[config.mk]
export PLATFORM = sky130hd
export DESIGN_NAME = rom_patch
export DESIGN_NICKNAME = d
export VERILOG_FILES = /design/src/verilog/rom_patch_pkg.sv /design/src/verilog/rom_patch.sv
export SDC_FILE = /design/constraint.sdc
export NUM_CORES = 1
export LEC_CHECK = 0
export ABC_AREA = 0
export BUFFER_PORTS_ARGS = -buffer_cell sky130_fd_sc_hd__buf_2
export CAP_MARGIN = 25
export CORE_UTILIZATION = 39
export CTS_BUF_LIST = sky130_fd_sc_hd__clkbuf_8
export CTS_CLUSTER_SIZE = 24
export DETAILED_ROUTE_END_ITERATION = 8
export PLACE_DENSITY = 0.56
export REMOVE_ABC_BUFFERS = 1
export SYNTH_ARGS = -nofsm -noshare
export SYNTH_HDL_FRONTEND = slang
export SYNTH_SLANG_ARGS = --single-unit
[constraint.sdc]
create_clock -name clk_i -period 3.5 [get_ports clk_i]
set_clock_uncertainty 0.1 [all_clocks]
set_input_delay 0.175 -clock clk_i [delete_from_list [all_inputs] [get_ports clk_i]]
set_output_delay 0.175 -clock clk_i [all_outputs]
set_load 0.1 [all_outputs]
[src/verilog/rom_patch_pkg.sv]
// Constants and carrier types for the ROM patch substitution block
package rom_patch_pkg;
    localparam int          ADDR_W      = 24;           // Processor address width
    localparam int          BYTE_W      = 8;
    localparam int          NUM_BANKS   = 6;            // Default bank count
    localparam int          APB_AW      = 16;           // APB byte address width
    localparam int          IDX_W       = APB_AW - 2;   // Register index width
    // Register indices; byte address is four times the index
    localparam logic [13:0] BANK_BASE   = 14'h0400;     // First bank's compare register 0
    localparam logic [13:0] BANK_STRIDE = 14'h0008;     // Index step between banks
    localparam logic [2:0]  OFS_CMP_LOW = 3'h0;         // Address bits 7:1
    localparam logic [2:0]  OFS_CMP_MID = 3'h1;         // Address bits 15:8
    localparam logic [2:0]  OFS_CMP_HI  = 3'h2;         // Address bits 23:16
    localparam logic [2:0]  OFS_SUB_EVN = 3'h4;         // Byte for even address
    localparam logic [2:0]  OFS_SUB_ODD = 3'h5;         // Byte for odd address
    localparam logic [13:0] ENABLE_IDX  = 14'h03f0;     // Per-bank arm bits
    localparam logic [13:0] STATUS_IDX  = 14'h03f1;     // Last hit bank and flag
    localparam logic [7:0]  RESET_BYTE  = 8'h00;
    localparam logic [2:0]  DATA_LAT    = 3'h2;         // Cycles from request to data

    // Register field selector from the index decoder
    typedef enum logic [5:0] {
        FLD_NONE = 6'b000001,
        FLD_LOW  = 6'b000010,
        FLD_MID  = 6'b000100,
        FLD_HI   = 6'b001000,
        FLD_EVN  = 6'b010000,
        FLD_ODD  = 6'b100000
    } field_t;

    // One patch bank
    typedef struct packed {
        logic [ADDR_W-1:1] cmp;      // Compare address, bit 0 not stored
        logic [BYTE_W-1:0] sub_evn;
        logic [BYTE_W-1:0] sub_odd;
    } bank_t;

    // Read request from the core
    typedef struct packed {
        logic              rd;
        logic [ADDR_W-1:0] addr;
    } core_req_t;

    // Strobe and address towards the masked ROM
    typedef struct packed {
        logic              rd;
        logic [ADDR_W-1:0] addr;
    } rom_req_t;
endpackage : rom_patch_pkg

[src/verilog/rom_patch.sv]
// ROM patch substitution: compare banks, ROM strobe gating and APB registers
//
// Our own choices: the APB interface to the registers and the address map.
`timescale 1ns/1ps
`default_nettype none

// What this block does
// - Each bank replaces one byte pair starting at an even address.
// - On an armed bank hit, ROM strobe is held off, substitute bytes drive bus.
// - Compare registers 0, 1, 2 hold low, middle, upper address bytes.
// - Address bit 0 is ignored, so odd targets match their even pair.
// - Low substitute gives the even byte, high substitute the odd byte.
// - All patch register bits reset to zero; bank registers read back as zero.
module rom_patch
    import rom_patch_pkg::*;
#(
    parameter int BANKS = NUM_BANKS
) (
    input  wire logic                 clk_i,
    input  wire logic                 rst_n_i,
    // APB slave
    input  wire logic                 psel_i,
    input  wire logic                 penable_i,
    input  wire logic                 pwrite_i,
    input  wire logic [APB_AW-1:0]    paddr_i,
    input  wire logic [31:0]          pwdata_i,
    output logic                      pready_o,
    output logic [31:0]               prdata_o,
    output logic                      pslverr_o,
    // Core read request
    input  wire core_req_t            core_req_i,
    // Masked ROM side
    output rom_req_t                  rom_req_o,
    input  wire logic [2*BYTE_W-1:0]  rom_data_i,
    // Read data back to the core, even byte in the low half
    output logic [2*BYTE_W-1:0]       bus_data_o,
    output logic                      bus_valid_o
);
    typedef struct packed {
        bank_t [BANKS-1:0]   bank;
        logic  [BANKS-1:0]   armed;
        logic  [BANKS-1:0]   last_hit;
        logic                hit_seen;
        rom_req_t            rom;       // Stage 1: request to the ROM
        logic                patched;   // Stage 1: bank answered
        logic [2*BYTE_W-1:0] sub_pair;  // Stage 1: chosen substitute pair
        logic [2*BYTE_W-1:0] data;      // Stage 2: data to the core
        logic                valid;
        logic                pready;
        logic [31:0]         prdata;
        logic                pslverr;
    } state_t;

    state_t s;
    state_t next_s;

    // Decode a register index into a bank number and field
    function automatic field_t decode_field(input logic [IDX_W-1:0] idx, output int bnk);
        logic [IDX_W-1:0] rel;
        field_t           f;
        rel = idx - BANK_BASE;
        f   = FLD_NONE;
        bnk = int'(rel[IDX_W-1:3]);
        if (idx >= BANK_BASE && bnk < BANKS) begin
            case (rel[2:0])
                OFS_CMP_LOW: f = FLD_LOW;
                OFS_CMP_MID: f = FLD_MID;
                OFS_CMP_HI:  f = FLD_HI;
                OFS_SUB_EVN: f = FLD_EVN;
                OFS_SUB_ODD: f = FLD_ODD;
                default:     f = FLD_NONE;
            endcase
        end
        return f;
    endfunction : decode_field

    // Parallel compare of all armed banks, bit 0 ignored
    function automatic logic [BANKS-1:0] bank_hits(input state_t st,
                                                   input logic [ADDR_W-1:0] a);
        logic [BANKS-1:0] h;
        h = '0;
        for (int i = 0; i < BANKS; i++) begin
            h[i] = st.armed[i] && (st.bank[i].cmp == a[ADDR_W-1:1]);
        end
        return h;
    endfunction : bank_hits

    logic [BANKS-1:0] hit_vec;
    logic [IDX_W-1:0] reg_idx;
    logic             apb_setup;
    logic             apb_done;

    assign hit_vec   = bank_hits(s, core_req_i.addr);
    assign reg_idx   = paddr_i[APB_AW-1:2];
    assign apb_setup = psel_i && !penable_i && !s.pready;
    assign apb_done  = psel_i && penable_i && s.pready;

    // Next-state logic: core pipeline and APB slave
    // Hit and miss paths pass the same two register stages, so the core sees equal latency
    // Lowest armed bank wins when several banks claim one pair
    // Sticky hit flag: a hit in the clearing write cycle keeps it set
    always_comb begin
        field_t           f;
        int               bnk;
        logic [2*BYTE_W-1:0] pick;
        next_s = s;
        f      = FLD_NONE;
        bnk    = 0;
        pick   = '0;
        // Lowest numbered hitting bank supplies the pair
        for (int i = BANKS - 1; i >= 0; i--) begin
            if (hit_vec[i]) begin
                pick = {s.bank[i].sub_odd, s.bank[i].sub_evn};
            end
        end
        // Stage 1: gate the ROM strobe on a hit
        next_s.rom.addr  = core_req_i.addr;
        next_s.rom.rd    = core_req_i.rd && (hit_vec == '0);
        next_s.patched   = core_req_i.rd && (hit_vec != '0);
        next_s.sub_pair  = pick;
        if (core_req_i.rd && (hit_vec != '0)) begin
            next_s.last_hit = hit_vec;
            next_s.hit_seen = 1'b1;
        end
        // Stage 2: same latency whether patched or not
        next_s.valid = s.rom.rd || s.patched;
        if (s.patched) begin
            next_s.data = s.sub_pair;
        end else if (s.rom.rd) begin
            next_s.data = rom_data_i;
        end
        // APB: answer in the first access cycle
        next_s.pready = 1'b0;
        if (apb_setup) begin
            f               = decode_field(reg_idx, bnk);
            next_s.pready   = 1'b1;
            next_s.pslverr  = (f == FLD_NONE) && (reg_idx != ENABLE_IDX)
                              && (reg_idx != STATUS_IDX);
            next_s.prdata   = '0;
            if (reg_idx == ENABLE_IDX) begin
                next_s.prdata[BANKS-1:0] = s.armed;
            end else if (reg_idx == STATUS_IDX) begin
                next_s.prdata[BANKS-1:0] = s.last_hit;
                next_s.prdata[31]        = s.hit_seen;
            end
        end
        if (apb_done && pwrite_i) begin
            f = decode_field(reg_idx, bnk);
            case (f)
                FLD_LOW: next_s.bank[bnk].cmp[7:1]   = pwdata_i[7:1];
                FLD_MID: next_s.bank[bnk].cmp[15:8]  = pwdata_i[7:0];
                FLD_HI:  next_s.bank[bnk].cmp[23:16] = pwdata_i[7:0];
                FLD_EVN: next_s.bank[bnk].sub_evn    = pwdata_i[7:0];
                FLD_ODD: next_s.bank[bnk].sub_odd    = pwdata_i[7:0];
                default: begin
                    if (reg_idx == ENABLE_IDX) begin
                        next_s.armed = pwdata_i[BANKS-1:0];
                    end else if (reg_idx == STATUS_IDX) begin
                        next_s.hit_seen = next_s.hit_seen && !pwdata_i[31];
                    end
                end
            endcase
            // A hit in the clearing cycle keeps the flag set
            if (core_req_i.rd && (hit_vec != '0)) begin
                next_s.hit_seen = 1'b1;
            end
        end
    end

    // State register, synchronous reset to zero
    always_ff @(posedge clk_i) begin
        if (!rst_n_i) begin
            s <= '0;
        end else begin
            s <= next_s;
        end
    end

    // Outputs straight from flops
    assign pready_o    = s.pready;
    assign prdata_o    = s.prdata;
    assign pslverr_o   = s.pslverr;
    assign rom_req_o   = s.rom;
    assign bus_data_o  = s.data;
    assign bus_valid_o = s.valid;

    logic [2*BYTE_W-1:0] exp_pair;
    assign exp_pair = {s.bank[0].sub_odd, s.bank[0].sub_evn};
endmodule : rom_patch

`default_nettype wire

Word level (Yosys, flattened, before mapping) --
Cells that the tools add are included. W data, S select, Z words.
Storage, ports and cells: bits of input ports 94, output and inout bits 76, register bits 315
Cells by class: equal/unequal tests 20, muxes and demuxes 39, reduce and logical (&&, ||, !) cells 30, magnitude comparators 4, bitwise logic cells 1, add/subtract/negate cells 1
Operators with widths (number):
- $bwmux W234 | 5
- $pmux W234 S5 | 1
- $demux W39 S3 | 5
- $mux W16 | 9
- $eq A23 B23 Y1 | 6
- $mux W39 | 1
- $mux W34 | 1
- $mux W31 | 1
- $mux W6 | 5
- $pmux W6 S5 | 1
- $eq A14 B10 Y1 const B | 2
- $ne A14 B10 Y1 const B | 2
- $mux W23 | 1
- $logic_and A1 B1 Y1 | 18
- $ge A14 B11 Y1 const B | 1
- $sub A14 B11 Y14 const B | 1
- $ge A11 B1 Y1 const B | 1
- $lt A11 B3 Y1 const B | 1
- $lt A11 B4 Y1 const B | 1
- $mux W1 | 8
- $mux W8 | 1
- $eq A3 B3 Y1 const B | 2
- $eq A6 B1 Y1 const B | 1
- $eq A6 B2 Y1 const B | 1
- other kinds (17) | 19

Longest topological paths before layout --
word-level depth 11, mapped depth 11, gate-level depth less buffers 7

Least setup slack after synthesis --
No wires, ideal clock.
path kind register to register, start register s, in the netlist pready_o, end register (tool-made name), data required time 3.324 ns, arrival 2.536 ns, library setup time 0.076 ns, cell stages (with the launch flop) 9, setup slack 0.789 ns, cell sequence dfxtp_1 nand4_1 a21oi_1 nand2_2 or4b_1 buf_4 nor2_4 nand2_1 a21boi_0
RTL lines:
- from (decl) | RTL line rom_patch.sv:54 | state_t s;
- from (signal assigned) | RTL line rom_patch.sv:175 | s <= next_s;

Worst setup path in the final report --
start input port core_req_i[22] (netlist name), end register s[51] (netlist name)
On the way: longest elaborated chain between the ends 8, elaborated cells between the ends (all ways) 18
RTL lines:
- from (decl) | RTL line rom_patch.sv:31 | input wire core_req_t core_req_i,
- $eq A23 B23 Y1 | RTL line rom_patch.sv:83 | h[i] = st.armed[i] && (st.bank[i].cmp == a[ADDR_W-1:1]);
- $logic_and A1 B1 Y1 | RTL line rom_patch.sv:83
- $mux W16 (5 in series) | RTL line rom_patch.sv:112 | if (hit_vec[i]) begin
- $mux W16 * | RTL line rom_patch.sv:112
Mark *: on every way between the ends. The rest lies on a longest branch, timed or not. A chain may end at the register's enable or synchronous reset.

==> results.json <==
{
  "clock_sinks": 315,
  "yosys_warnings": 0,
  "status": "finished clean",
  "synth.mux.area_fraction_pct": 1.693,
  "yosys.area.top_type": "dfxtp_1",
  "async_flop_share_pct": 0,
  "worst_pin_slew_ps": 982.6,
  "synthTopCellsByCount": "nand2_1 (520), dfxtp_1 (315), a21boi_0 (226)",
  "rsz0062_at_grt": "false",
  "cp_max_fo": 9,
  "num_rows": 70,
  "synth-seq-cells": 315,
  "dieWidth_um": 196.7,
  "n_antenna_cell": 0,
  "synthXorXnorAreaFrac_pct": 8.177,
  "p_sw_mw": 2.258,
  "avgViaCountPerCell": 5.036,
  "cts_buffers": 56,
  "p_per_area_nw_per_um2": 476.1,
  "ioPinCount": 170,
  "avgRoutedWirePerCell_um": 18.42,
  "cts_max_path_buffers": 3,
  "grt_pass1_vias": 11850,
  "start_util_pct": 39.99,
  "cap_violations": 0,
  "synth_top_area_share_pct": 42.66,
  "antenna_found_initial": 0,
  "first_pass_iters": 5,
  "yosysSeqAreaShare_pct": 42.66,
  "setup_viol": 0,
  "overflow": 0,
  "ant_nets": 0,
  "synth.avg_cell_area_um2": 8.243,
  "worst_ep_arrival_time_ps": 3260,
  "drv_slew": 0,
  "grt_max_degree": 111,
  "startpoint_type": "input pin",
  "ir_drop_mv": 0.2737,
  "place_area_um2": 15530,
  "vias": 12390,
  "setup_tns_ps": 0,
  "period_minus_slack_ps": 2837,
  "internal_power_mw": 5.981,
  "synth_simple_gate_area_share_pct": 22.66,
  "fin_nets": 2002,
  "synth_top_family_by_area": "simple AND/OR/NAND/NOR gates",
  "gp_congestion": 0.8538,
  "postCtsSetupBuffers": 0,
  "max_slew_margin_pct": 34.49,
  "synth-compound-area-share_pct": 17.19,
  "synth.most_common_cell": "nand2_1",
  "synthFlopType": "dfxtp_1",
  "crit_required_ps": 3920,
  "synthCells": 1793,
  "synthAdderAreaFrac_pct": 0,
  "clkLatencyLatePin_ps": 650,
  "grt_first_pass_wirelength_um": 68780,
  "stdcell_area_um2": 17310,
  "port_buffers": 119,
  "core_um2": 36960,
  "place_hpwl_um": 28530,
  "yosysUniqueCellTypes": 49,
  "hp-class": "input pin to flop",
  "crit_type": "input pin to flop",
  "combinationalPowerShare_pct": 10.4,
  "period_share_pct": 81.05,
  "drt-initial-drc-count": 874,
  "p_leak_nw": 6.204,
  "hold_violations": 0,
  "cts_tree": "yes",
  "die_h_um": 196.7,
  "synth_area_leaders": "dfxtp_1 (43%), nand2_1 (13%), a21boi_0 (11%)",
  "p_seq_share_pct": 44.0,
  "clock-root-buffer": "clkbuf_8",
  "max_freq_ghz": 0.3525,
  "end_kind": "flop",
  "synth_edf_count": 0,
  "clockPowerShare_pct": 45.6,
  "dieArea_um2": 38680,
  "synth_area_um2": 14780,
  "routed_wl_um": 45310,
  "switching_share_pct": 27.40,
  "drive_above_1_share_pct": 14.67,
  "route.detailed.drc": 0,
  "htreeDepth": 2,
  "clk_pin_slew_ps": 60,
  "grt_usage_pct": 23.30,
  "area_growth_pct": 17.09
}
[stage by stage]
step | power (mW) | setup WS (ps) | utilization, % | std cells | hold slack, ps
finish | 8.239 | 663.2 | 46.82 | 2460 | 46.46
CTS | 8.320 | 764.1 | 46.75 | 2459 | 1.255
detailed placement | 4.512 | 590.5 | 42.01 | 2304 | 285.4
global route | 8.533 | 608.4 | 46.82 | 2460 | 53.40
floorplan | 4.199 | -20.54 | - | 1629 | 192.5
global placement | 4.511 | 596.4 | 42.01 | 2304 | 284.1
[kinds of logic after synthesis]
kind of cell           after synthesis
other                                1
buffers and inverters              222
AND/OR/NAND/NOR                    750
AO/OA/AOI/OAI                      342
XOR/XNOR                           138
multiplexers                        25
flip-flops                         315
[worst max-delay path: stages]
cell           delay (ps)
dlygate4sd3_1         560
buf_2                 360
xnor2_1               180
nand4_1               110
nor4_1                360
buf_4                 200
and2_1                510
buf_4                 270
a221o_1               160
nand3_1                70
a21boi_0              300
[worst paths after layout]
| path | endpoint | depth (start not counted) | slack (ps) | from |
|---|---|---|---|---|
| min reg2reg | flop | 2 | 350 | flop |
| min | s[93] | 5 | 50 | pwrite_i |
| max reg2reg | s[56] | 8 | 720 | flop |
| max | s[51] | 11 | 660 | core_req_i[22] |
[power by group through the flow]
stage / clock network, mW / registers (mW) / logic (mW)
2_1_floorplan: 0 / 3.93 / 0.270
3_3_place_gp: 0 / 3.71 / 0.801
3_5_place_dp: 0 / 3.71 / 0.801
4_1_cts: 3.84 / 3.63 / 0.844
5_1_grt: 4.02 / 3.63 / 0.887
6_report: 3.75 / 3.63 / 0.856
[cell type report]
cell class | count | area [µm²]
multi-input combinational | 1280 | 7460
inverter | 34 | 127.6
tap | 504 | 630.6
clock inverter | 27 | 172.7
clock buffer | 79 | 1087
sequential | 315 | 6306
fill | 3642 | 19650
timing repair buffer | 221 | 1523
[layout by cell type, fill, tap and decap left out, drive strengths merged, types with 33 or more instances in the layout]
master / count
inv: 48
dfxtp: 315
and2: 44
nand3: 33
o21ai: 33
nand2: 521
clkbuf: 79
xor2: 76
nor2: 50
a21boi: 258
buf: 172
dlygate4sd3: 49
xnor2: 62
[routing by layer]
layer / vias to the layer above / global-route usage, % / part of all wire [%]
met5: - / 0 / 0
met4: 0 / 7.637 / 2.7
met3: 97 / 4.569 / 7.2
met2: 395 / 36.38 / 44
met1: 5838 / 32.18 / 46
li1: 6058 / - / -
[what timing repair did]
item / CTS / global route
endpoints found under the setup margin: 0 / 0
endpoints found under the hold margin: 131 / 0
hold buffers: 49 / 0
resized for setup: 0 / 0
Power figures use the tool's default switching activity.
